**src/hw/isd_consts.svh**
```systemverilog
// Constants of the interrupt source detect and prioritize block
// Behaviour
// - Nine external sources, each can wake device
// - Non-maskable request highest, always passed on
// - Edge select bit picks non-maskable edge
// - Per-pin sense: low, fall, rise, both
// - Per-pin enable bit gates request forwarding
// - External line levels set by priority fields
// - Status flags visible, software can clear them
// - Detection independent of pin direction setting
// - Flags set regardless of enable bits
// - Peripheral request needs flag and enable
// - Lower vector number wins by default
// - Module levels programmed; ties use vector order
// - Vectors 7 and 16-23, four-byte addresses
// - Shared priority fields; peripheral vectors 24-63
// - Sense code 00 low,01 fall,10 rise,11 both
// - Read-one-write-zero clear; clear on exception entry
// - Zero enable blocks request, one passes it
`ifndef ISD_CONSTS_SVH
`define ISD_CONSTS_SVH
`define ISD_SENSE_LOW 2'b00
`define ISD_SENSE_FALL 2'b01
`define ISD_SENSE_RISE 2'b10
`define ISD_SENSE_BOTH 2'b11
`define ISD_SENSE_RESET 16'h0000
`define ISD_ENABLE_RESET 8'h00
`define ISD_FLAG_RESET 1'b0
`define ISD_PIN_IDLE 1'b1
`define ISD_NMI_VECTOR 7'h07
`define ISD_NMI_ADDR 16'h001c
`define ISD_EXT_VECTOR_BASE 7'h10
`define ISD_EXT_ADDR_BASE 16'h0040
`define ISD_VEC_STRIDE 16'h0004
`define ISD_PER_VECTOR_FIRST 7'h18
`define ISD_PER_VECTOR_LAST 7'h3f
`define ISD_PER_RESERVED 40'h00e000e0c4
`define ISD_FIELD_COUNT 15
`define ISD_LEVEL_W 3
`endif

```
**src/hw/isd_pkg.sv**
```systemverilog
// Types of the interrupt source detect and prioritize block
package isd_pkg;
   typedef logic [1:0] isd_sense_t;
   typedef logic [2:0] isd_level_t;
   typedef logic [6:0] isd_vector_t;
   typedef logic [3:0] isd_field_t;
endpackage

```
**src/hw/isd_det_if.sv**
```systemverilog
// Carrier between the block top and one pin detector
`timescale 1ns/1ps
interface isd_det_if;
   import isd_pkg::*;
   isd_sense_t sense;
   logic clr;
   logic flag;
   logic pin_high;
   modport det (input sense, input clr, output flag, output pin_high);
   modport ctl (output sense, output clr, input flag, input pin_high);
endinterface

```
**src/hw/isd_top.sv**
```systemverilog
// Interrupt source detection, status flags and priority selection
`timescale 1ns/1ps
`include "isd_consts.svh"
module isd_top
   import isd_pkg::*;
#(
   parameter int EXT_LINES = 8,
   parameter int PER_SOURCES = 40
) (
   input wire logic clk_sys,
   input wire logic reset_n,
   input wire logic clk_en,
   input wire logic nmi_pin,
   input wire logic [EXT_LINES-1:0] irq_pins,
   input wire logic nonmask_edge_select,
   input wire logic [2*EXT_LINES-1:0] request_sense_control,
   input wire logic [EXT_LINES-1:0] request_enable_reg,
   input wire logic enable_write,
   input wire logic [`ISD_FIELD_COUNT*`ISD_LEVEL_W-1:0] priority_level_reg,
   input wire logic status_read,
   input wire logic status_write,
   input wire logic [EXT_LINES-1:0] status_write_data,
   input wire logic [PER_SOURCES-1:0] periph_flags,
   input wire logic [PER_SOURCES-1:0] periph_enables,
   input wire logic exc_entry,
   input wire isd_vector_t exc_vector,
   output logic [EXT_LINES-1:0] request_status_reg,
   output logic [EXT_LINES-1:0] enable_state,
   output logic nmi_req,
   output logic irq_req,
   output isd_vector_t irq_vector,
   output isd_level_t irq_level,
   output logic [15:0] irq_vaddr,
   output logic wake_req
);
   // Sense and enable are held here so that reset gives defined values
   logic [2*EXT_LINES-1:0] sense_r, sense_nxt;
   logic [EXT_LINES-1:0] enable_r, enable_nxt;
   logic [EXT_LINES-1:0] armed_r, armed_nxt;
   logic [EXT_LINES-1:0] flags, pin_high, clr;
   logic nmi_s1_r, nmi_s1_nxt, nmi_s2_r, nmi_s2_nxt, nmi_last_r, nmi_last_nxt;
   logic nmi_pend_r, nmi_pend_nxt, nmi_edge;
   logic irq_req_r, irq_req_nxt;
   isd_vector_t vector_r, vector_nxt;
   isd_level_t level_r, level_nxt;
   logic [15:0] vaddr_r, vaddr_nxt;
   logic wake_r, wake_nxt;
   logic cand_found;
   isd_vector_t cand_vec;
   isd_level_t cand_lvl;
   // Reserved peripheral slots never raise a request, whatever drives them
   localparam logic [39:0] PER_RESERVED = `ISD_PER_RESERVED;

   // Vector number to priority field index; groups of up to five vectors share one field
   function automatic isd_field_t field_of(input isd_vector_t v);
      isd_field_t f;
      f = 4'h0;
      case (v)
         7'd16: f = 4'h0;
         7'd17: f = 4'h1;
         7'd18, 7'd19: f = 4'h2;
         7'd20, 7'd21: f = 4'h3;
         7'd22, 7'd23: f = 4'h4;
         7'd24: f = 4'h5;
         7'd25: f = 4'h6;
         7'd27: f = 4'h7;
         7'd28, 7'd29: f = 4'h8;
         7'd32, 7'd33, 7'd34, 7'd35, 7'd36: f = 4'h9;
         7'd40, 7'd41, 7'd42, 7'd43: f = 4'ha;
         7'd44, 7'd45, 7'd46, 7'd47: f = 4'hb;
         7'd48, 7'd49, 7'd50, 7'd51, 7'd52: f = 4'hc;
         7'd56, 7'd57, 7'd58, 7'd59: f = 4'hd;
         default: f = 4'he;
      endcase
      return f;
   endfunction

   // Field index 0 sits in the top bits, matching high-to-low field order
   function automatic isd_level_t level_of(input isd_vector_t v,
                                           input logic [44:0] pl);
      isd_field_t f;
      f = field_of(v);
      return pl[(`ISD_FIELD_COUNT-1-int'(f))*`ISD_LEVEL_W +: `ISD_LEVEL_W];
   endfunction

   genvar g;
   generate
      for (g = 0; g < EXT_LINES; g++) begin : g_line
         isd_det_if det_if ();
         isd_pin_detect u_det (
            .clk_sys(clk_sys),
            .reset_n(reset_n),
            .clk_en(clk_en),
            .pin_raw(irq_pins[g]),
            .port(det_if.det)
         );
         assign det_if.sense = sense_r[2*g +: 2];
         assign det_if.clr = clr[g];
         assign flags[g] = det_if.flag;
         assign pin_high[g] = det_if.pin_high;
      end
   endgenerate

   // Flag clearing: read-one then write-zero, or exception entry
   always_comb begin
      armed_nxt = armed_r;
      for (int n = 0; n < EXT_LINES; n++) begin
         clr[n] = 1'b0;
         if (status_write && !status_write_data[n] && armed_r[n]) begin
            clr[n] = 1'b1;
         end
         if (exc_entry && exc_vector == `ISD_EXT_VECTOR_BASE + 7'(n) &&
             (sense_r[2*n +: 2] != `ISD_SENSE_LOW || pin_high[n])) begin
            clr[n] = 1'b1;
         end
         if (status_write) begin
            armed_nxt[n] = 1'b0;
         end
         if (status_read && flags[n]) begin
            armed_nxt[n] = 1'b1;
         end
      end
   end

   // Configuration capture; enables only change on their write strobe
   always_comb begin
      sense_nxt = request_sense_control;
      enable_nxt = enable_write ? request_enable_reg : enable_r;
   end

   // Non-maskable pin: synchronise, pick edge, hold until accepted
   always_comb begin
      nmi_s1_nxt = nmi_pin;
      nmi_s2_nxt = nmi_s1_r;
      nmi_last_nxt = nmi_s2_r;
      nmi_edge = nonmask_edge_select ? (~nmi_last_r & nmi_s2_r)
                                     : (nmi_last_r & ~nmi_s2_r);
      nmi_pend_nxt = nmi_edge |
         (nmi_pend_r & ~(exc_entry && exc_vector == `ISD_NMI_VECTOR));
   end

   // Scan ascending so a strict compare keeps the lower vector on ties
   always_comb begin
      isd_vector_t v;
      isd_level_t l;
      logic req;
      v = 7'h00;
      l = 3'h0;
      req = 1'b0;
      cand_found = 1'b0;
      cand_vec = 7'h00;
      cand_lvl = 3'h0;
      for (int i = 0; i < EXT_LINES; i++) begin
         v = `ISD_EXT_VECTOR_BASE + 7'(i);
         req = flags[i] & enable_r[i];
         l = level_of(v, priority_level_reg);
         if (req && (!cand_found || l > cand_lvl)) begin
            cand_found = 1'b1;
            cand_vec = v;
            cand_lvl = l;
         end
      end
      // Peripheral slots follow the pin lines, keeping the ascending order
      for (int j = 0; j < PER_SOURCES; j++) begin
         v = `ISD_PER_VECTOR_FIRST + 7'(j);
         req = periph_flags[j] & periph_enables[j] & ~PER_RESERVED[j];
         l = level_of(v, priority_level_reg);
         if (req && (!cand_found || l > cand_lvl)) begin
            cand_found = 1'b1;
            cand_vec = v;
            cand_lvl = l;
         end
      end
   end

   // Non-maskable request overrides every level and mask
   always_comb begin
      if (nmi_pend_r) begin
         irq_req_nxt = 1'b1;
         vector_nxt = `ISD_NMI_VECTOR;
         level_nxt = 3'h7;
         vaddr_nxt = `ISD_NMI_ADDR;
      end else begin
         irq_req_nxt = cand_found;
         vector_nxt = cand_vec;
         level_nxt = cand_lvl;
         vaddr_nxt = 16'(cand_vec) * `ISD_VEC_STRIDE;
      end
      // Wake ignores levels; standby exit only needs an enabled pin flag or a pending non-maskable request
      wake_nxt = nmi_pend_r | (|(flags & enable_r));
   end

   always_ff @(posedge clk_sys or negedge reset_n) begin
      if (!reset_n) begin
         sense_r <= `ISD_SENSE_RESET;
         enable_r <= `ISD_ENABLE_RESET;
         armed_r <= '0;
         nmi_s1_r <= `ISD_PIN_IDLE;
         nmi_s2_r <= `ISD_PIN_IDLE;
         nmi_last_r <= `ISD_PIN_IDLE;
         nmi_pend_r <= 1'b0;
         irq_req_r <= 1'b0;
         vector_r <= 7'h00;
         level_r <= 3'h0;
         vaddr_r <= 16'h0000;
         wake_r <= 1'b0;
      end else if (clk_en) begin
         sense_r <= sense_nxt;
         enable_r <= enable_nxt;
         armed_r <= armed_nxt;
         nmi_s1_r <= nmi_s1_nxt;
         nmi_s2_r <= nmi_s2_nxt;
         nmi_last_r <= nmi_last_nxt;
         nmi_pend_r <= nmi_pend_nxt;
         irq_req_r <= irq_req_nxt;
         vector_r <= vector_nxt;
         level_r <= level_nxt;
         vaddr_r <= vaddr_nxt;
         wake_r <= wake_nxt;
      end
   end

   assign request_status_reg = flags;
   assign enable_state = enable_r;
   assign nmi_req = nmi_pend_r;
   assign irq_req = irq_req_r;
   assign irq_vector = vector_r;
   assign irq_level = level_r;
   assign irq_vaddr = vaddr_r;
   assign wake_req = wake_r;
endmodule

```
**src/hw/isd_pin_detect.sv**
```systemverilog
// One external request pin: synchroniser, sense detection and sticky flag
`timescale 1ns/1ps
`include "isd_consts.svh"
module isd_pin_detect
   import isd_pkg::*;
(
   input wire logic clk_sys,
   input wire logic reset_n,
   input wire logic clk_en,
   input wire logic pin_raw,
   isd_det_if.det port
);
   logic sync1_r, sync1_nxt, sync2_r, sync2_nxt, last_r, last_nxt;
   logic flag_r, flag_nxt, hit;

   // Pin level is taken as is; the direction setting never enters here
   always_comb begin
      sync1_nxt = pin_raw;
      sync2_nxt = sync1_r;
      last_nxt = sync2_r;
      case (port.sense)
         `ISD_SENSE_LOW: hit = ~sync2_r;
         `ISD_SENSE_FALL: hit = last_r & ~sync2_r;
         `ISD_SENSE_RISE: hit = ~last_r & sync2_r;
         default: hit = last_r ^ sync2_r;
      endcase
      // Set wins over clear so an edge in the clearing cycle is kept
      flag_nxt = hit | (flag_r & ~port.clr);
   end

   // Idle high reset avoids a false falling edge after release
   always_ff @(posedge clk_sys or negedge reset_n) begin
      if (!reset_n) begin
         sync1_r <= `ISD_PIN_IDLE;
         sync2_r <= `ISD_PIN_IDLE;
         last_r <= `ISD_PIN_IDLE;
         flag_r <= `ISD_FLAG_RESET;
      end else if (clk_en) begin
         sync1_r <= sync1_nxt;
         sync2_r <= sync2_nxt;
         last_r <= last_nxt;
         flag_r <= flag_nxt;
      end
   end

   assign port.flag = flag_r;
   assign port.pin_high = sync2_r;
endmodule

```
**config.mk**
```make
export PLATFORM = sky130hd
export DESIGN_NAME = isd_top
export DESIGN_NICKNAME = d
export VERILOG_FILES = /design/src/hw/isd_pkg.sv /design/src/hw/isd_det_if.sv /design/src/hw/isd_top.sv /design/src/hw/isd_pin_detect.sv
export VERILOG_INCLUDE_DIRS = /design/src /design/src/hw
export SDC_FILE = /design/constraint.sdc
export NUM_CORES = 1
export LEC_CHECK = 0
export ABC_AREA = 0
export BUFFER_PORTS_ARGS = -buffer_cell sky130_fd_sc_hd__buf_2
export CAP_MARGIN = 25
export CORE_MARGIN = 3
export CORE_UTILIZATION = 50
export DETAILED_ROUTE_END_ITERATION = 10
export GPL_TIMING_DRIVEN = 0
export PLACE_DENSITY = 0.75
export SLEW_MARGIN = 10
export SYNTH_ARGS = -nofsm -noshare
export SYNTH_HDL_FRONTEND = slang
export SYNTH_SLANG_ARGS = --single-unit
```
**constraint.sdc**
```tcl
create_clock -name clk_sys -period 92.4 [get_ports clk_sys]
set_clock_uncertainty 0.05 [all_clocks]
set_input_delay 9.24 -clock clk_sys [delete_from_list [all_inputs] [get_ports clk_sys]]
set_output_delay 9.24 -clock clk_sys [all_outputs]
set_load 0.05 [all_outputs]
```
==> results of run 1 <==
## flip-flops by register name, summed over array words and instances, names as in the netlist
| register | flops |
|---|---|
| irq_level | 3 |
| g_line.u_det.last_r | 8 |
| g_line.u_det.port.pin_high | 8 |
| irq_req | 1 |
| g_line.u_det.port.flag | 8 |
| wake_req | 1 |
| nmi_s1_r | 1 |
| irq_vaddr | 6 |
| sense_r | 16 |
| nmi_req | 1 |
| nmi_last_nxt | 1 |
| enable_state | 8 |
| g_line.u_det.sync1_r | 8 |
| armed_r | 8 |
| nmi_last_r | 1 |
## synth_stat cells (7+ instances only)
cell      number  area, µm²
nand2_1      142        533
o21bai_1       8       60.1
maj3_1         8       80.1
a31oi_1       18        113
a32o_1         8       80.1
clkbuf_1      12       45.0
o311ai_0      10       87.6
nor3_1        16       80.1
a21o_1        12       90.1
mux2i_1       23        230
nand3_1       28        140
dfrtp_1       52       1300
ha_1         100       1250
o21a_1         8       60.1
nor2_1        69        259
and3_1        10       62.6
buf_4         25        188
a21oi_1       99        495
inv_1         92        345
o21ai_0       65        325
nor2b_1       17        106
dfstp_2       27        709
mux2_2        70        788
a41oi_1        7       61.3
a22o_1        11       96.3
nand3b_1      13       97.6
and2_1        21        131
a211oi_1      14        105
mux4_2         8        180
## per-layer routing
metal  vias to the layer above  part of all wire [%]  wire length [µm]  global-route usage (%)
li1                       4693                     -                 -                       -
met1                      4419                    46             11800                    34.9
met2                       313                    47             12000                    40.2
met3                        38                   5.5              1400                    2.14
met4                         2                   1.8               467                    6.10
met5                         -                 0.074                19                       0
## cell families after synthesis
family | count (synthesis) | synth area share, %
AO/OA/AOI/OAI | 364 | 26.9
AND/OR/NAND/NOR | 350 | 17.6
adder cells (fa/ha/maj) | 108 | 14.1
multiplexers | 103 | 13.0
buffers and inverters | 145 | 6.93
other | 1 | 0.0398
flip-flops | 79 | 21.3
## cell type report
type,instances,area (µm²)
clock buffers,10,229
well taps,229,287
fillers,1637,7150
repair buffers,194,996
clock inverters,5,82.6
flip-flops and latches,79,2010
multi-input cells,936,6800
inverters,96,360
plain buffers,49,293
## cell usage in the layout (no fill, tap or decap), types with 6 or more instances in the layout
master,Yosys,layout
mux2_2,70,70
dfrtp_1,52,52
nand2_1,142,142
nor2b_1,17,17
nand3b_1,13,13
ha_1,100,100
nor3_1,16,16
o31ai_1,6,6
a41oi_1,7,7
dfstp_2,27,27
a211oi_1,14,14
mux2i_1,23,23
o21a_1,8,8
nor2_1,69,69
o211ai_1,6,6
o22ai_1,6,6
a32o_1,8,8
buf_4,25,26
nand3_1,28,28
clkbuf_1,12,13
a22o_1,11,11
and2_1,21,21
conb_1,1,11
and3_1,10,10
o311ai_0,10,10
o21bai_1,8,8
a21o_1,12,12
clkbuf_16,0,9
buf_2,5,197
inv_1,92,92
maj3_1,8,8
a31oi_1,18,18
a21oi_1,99,99
o21ai_0,65,65
nand2b_1,6,6
mux4_2,8,8
## worst paths after layout
path | cells past startpoint | slack, ps | startpoint | to
min in group asynchronous | 1 | 8790 | reset_n | sense_r[7]
setup / recovery | 276 | 26140 | priority_level_reg[44] | irq_vaddr[5]
setup reg to reg | 276 | 34560 | g_line[0].u_det.port.flag | irq_vaddr[5]
max in group asynchronous | 2 | 82880 | reset_n | g_line[6].u_det.last_r
hold / removal | 1 | 430 | irq_level[2] | irq_level[2]
hold reg to reg | 1 | 430 | irq_level[2] | irq_level[2]
## through the flow
step | area (µm²) | util (%) | hold slack, ps
finish | 11100 | 60.7 | 434
global route | 11100 | 60.7 | 471
CTS | 11100 | 60.7 | 438
detailed placement | 10700 | 59.0 | 425
global placement | 10700 | 58.8 | 408
floorplan | 9460 | - | 415
==> run summary, run 1 <==
Cells after DPL: 1,583
Crit path required time: 92,570 ps
register clock-pin slew on the reported worst setup and hold paths: 60 ps
drt drc: 0
Starting Density: 51.7%
# rows: 49
CP Class: primary input to flip-flop
register bit count reported by yosys: 79
chip height: 143 µm
total CTS buffers: 9
Synth Instances: 1,150
total negative slack: 0 ps
vias in the first global route: 8,747
delay-heaviest family, CP: compound AO/OA/AOI/OAI gates
Final Hold Fails: 0
Max FO, Critical Path: 10
GP Congestion: 0.901
Slew @ Worst Pin: 1030 ps
crit path capture type: flip-flop
Core Region: 18,200 µm²
Syn Area/Cell: 8.19 µm²
min-delay worst type: flip-flop to flip-flop
Slew Limit Fails: 0
Buffers on Ports: 193
clock buffer depth: 2
area of the die: 20,500 µm²
DRT antenna net count: 0
RSZ-0062 raised after global routing: false
hpwl dp: 21,100 µm
Hold-fix buffers, CTS: 0
clk root buf: clkbuf_16
total track usage: 24.4%
max incr delay on CP: 580 ps
WL per Instance: 16.1 µm
crit start category: primary input
Worst Path Buf+Inv: 20
count of cell types in the netlist: 98
DR iter-0 viols: 708
fraction of the cycle the final worst path needs: 71.7%
clk sinks: 79
Worst EP arrival: 66,430 ps
die width: 143 µm
first-pass GRT wire length: 41,900 µm
worst-path cell with the longest stage delay: o31ai_2
status: completed
total congestion overflow: 0
CTS resizes: 0
# H-tree levels: 3
fin crit period: 66,260 ps
largest net degree at the start of global routing: 50
DR vias/cell: 5.92
nets@finish: 1,646
Synth async-reset ratio: 100%
worst setup margin: 26,140 ps
Slew Limit Headroom: 30.1%
Ys Warns: 0
Setup WS pre-CTS: 26,480 ps
Layout Area Growth over Synthesis: 17.3%
Post-Layout Cell Count: 1,598
CP dominant cell by count: a21oi_1
Antenna Cells: 0
setup bufs post-CTS: 0
Post-Route WL: 25,700 µm
vias post-DR: 9,465
layout cells sized above 1: 27.7%
1st-pass router iterations: 5
Skew-Pair Late Insertion Delay: 330 ps
maximum capacitance violations: 0
EDFF count, synth: 0
Post-Synthesis Cell Area: 9420 µm²
f_max: 15.1 MHz
# IOs: 226
TritonCTS clock tree: done
sequential-to-total area share from yosys stat: 21.3%
setup violators final: 0
Primary FF master, synth: dfrtp_1
initial antenna violation count: 1
Power of run 1 is not shown: default switching activity piles up to over one toggle a cycle in this logic, so the estimate is an artifact.
==> inputs of run 2 (changes only) <==
- PLACE_DENSITY: 0.75 -> 0.78
- clock period: 92.4 -> 54.8 ns (I/O delays scaled with it)
==> run 2 against run 1 <==
Effect of this change:
- the run now ends with setup timing left
- final area rose by 30%
- routed wire length rose by 44%
- register-to-register slack got worse by 31000 ps
- die area did not move
- setup slack got worse by 27000 ps
- sequential share of layout area fell by 4.2 points
- non-clock buffer count rose by 181
- utilization rose by 18 points
==> run summary, run 2 (synthesis gave the netlist of run 1 again) <==
worst-path cell with the longest stage delay: or4_4
vias in the first global route: 9,989 (+14%)
RSZ-0062 raised after global routing: true
1st-pass router iterations: 8 (+3)
die width: 143 µm (unchanged)
Post-Route WL: 37,000 µm (+44%)
failing checks: setup timing
Slew Limit Fails: 0 (unchanged)
DR iter-0 viols: 1,339 (+89%)
Worst Path Buf+Inv: 30 (+50%)
setup violators final: 9 (+9)
Skew-Pair Late Insertion Delay: 340 ps (about the same)
first-pass GRT wire length: 47,400 µm (+13%)
TritonCTS clock tree: done
Final Hold Fails: 0 (unchanged)
DRT antenna net count: 0 (unchanged)
Antenna Cells: 0 (unchanged)
Fillers: 1,071 (-35%)
vias post-DR: 11,500 (+21%)
maximum capacitance violations: 0 (unchanged)
Starting Density: 51.7% (unchanged)
hpwl dp: 21,400 µm (+1.3%)
most frequent cells in the layout: 194 x buf_2, 191 x buf_4, 123 x nand2_1
delay-heaviest family, CP: compound AO/OA/AOI/OAI gates
area of the die: 20,500 µm² (unchanged)
total track usage: 27.8% (+3.3 points)
max incr delay on CP: 530 ps (-50 ps)
Top reg by flops: sense_r
Layout Area Growth over Synthesis: 52.4%
GP Congestion: 0.899 (-0.16%)
total congestion overflow: 0 (unchanged)
# IOs: 226 (unchanged)
Worst EP arrival: 55,890 ps (-10,540 ps)
commonest non-fill, non-tap cell in the layout: buf_2
final instance area: 14,400 µm² (+30%)
Buffers on Ports: 193 (unchanged)
fraction of the cycle the final worst path needs: 102%
min-delay worst type: flip-flop to flip-flop
initial antenna violation count: 1 (unchanged)
f_max: 17.9 MHz
worst setup margin: -972 ps (-27,120 ps)
Setup WS pre-CTS: -6650 ps (-33,140 ps)
layout cells sized above 1: 53.1% (+25 points)
clock buffer depth: 2 (unchanged)
total CTS buffers: 9 (unchanged)
crit path capture type: flip-flop
Core Region: 18,200 µm² (unchanged)
largest net degree at the start of global routing: 47 (-6.0%)
# H-tree levels: 3 (unchanged)
DR vias/cell: 6.44 (+8.7%)
crit start category: primary input
CP dominant cell by count: a21oi_2
status: finished with violations
WL per Instance: 20.8 µm (+29%)
Slew Limit Headroom: 29.9% (-0.11 points)
fin crit period: 55,770 ps
Slew @ Worst Pin: 1040 ps (+1.67 ps)
Hold-fix buffers, CTS: 0 (unchanged)
drt drc: 0 (unchanged)
CP Class: primary input to flip-flop
Cell Area, Placed: 10,800 µm² (+0.30%)
Crit path required time: 54,920 ps (-37,650 ps)
Max FO, Critical Path: 5 (-5)
# rows: 49 (unchanged)
clk root buf: clkbuf_16
Post-Layout Cell Count: 1,780 (+11%)
register clock-pin slew on the reported worst setup and hold paths: 60 ps (about the same)
nets@finish: 1,827 (+11%)
chip height: 143 µm (unchanged)
max reg flops: 16 (unchanged)
Cells after DPL: 1,583 (unchanged)
clk sinks: 79 (unchanged)
-- run 2: changes by cell type in the layout (fill, tap and decap cells not counted), sizes merged --
| cell | previous run | this run |
|---|---|---|
| buf | 230 | 411 |
| bufinv | 2 | 0 |
| inv | 95 | 94 |
| clkinv | 4 | 9 |
| clkbuf | 23 | 22 |
-- run 2: stage by stage --
stage | setup TNS, ps | utilization (%) | hold slack [ps]
4_1_cts | 0 | 68.4 | 441
3_3_place_gp | -47280 | 59.0 | 426
6_report | -6840 | 78.9 | 440
2_1_floorplan | 0 | - | 415
5_1_grt | -21830 | 78.9 | 468
3_5_place_dp | -57850 | 59.2 | 431
-- run 2: timing repair --
| action | in CTS | in global routing |
|---|---|---|
| endpoints found under the setup margin | 9 | 9 |
| resized for setup | 141 | 273 |
| pin swaps | 89 | 169 |
| buffers inserted | 118 | 65 |
-- run 2: worst reg2reg max path: cells and delay by family (launching register included) --
family / cells / cell delay [ps]
compound gates: 127 / 19040
fa+ha+maj: 45 / 12120
buf+inv: 30 / 3160
flops: 1 / 350
mux: 27 / 7740
simple gates: 63 / 8610
-- run 2: layer usage --
| layer | part of all wire, % | global-route usage (%) |
|---|---|---|
| met4 | 5.6 | 9.51 |
| met1 | 37 | 36.2 |
| met5 | 0.030 | 0 |
| met3 | 8.1 | 3.62 |
| met2 | 49 | 47.6 |
-- run 2: path summary, 6_finish.rpt --
path,start,end,slack (ps),depth (start not counted)
min in group asynchronous,reset_n,sense_r[2],5040,1
max in group asynchronous,reset_n,g_line[7].u_det.port.pin_high,49020,2
min reg2reg,g_line[3].u_det.sync1_r,g_line[3].u_det.port.pin_high,440,2
max,priority_level_reg[43],irq_level[0],-970,292
min,g_line[3].u_det.sync1_r,g_line[3].u_det.port.pin_high,440,2
max reg2reg,g_line[0].u_det.port.flag,irq_level[0],3610,292
-- run 2: area by class of cell --
| class | instances | area (µm²) | share of cell area, % |
|---|---|---|---|
| timing repair buffer | 376 | 2450 | 17.1 |
| multi-input combinational | 936 | 8660 | 60.3 |
| buffer | 48 | 289 | 2.01 |
| clock buffer | 9 | 225 | 1.57 |
| sequential | 79 | 2010 | 14.0 |
| inverter | 96 | 393 | 2.74 |
| clock inverter | 7 | 48.8 | 0.340 |
| tap | 229 | 287 | 1.99 |
Power of run 2 is left out for the same reason.
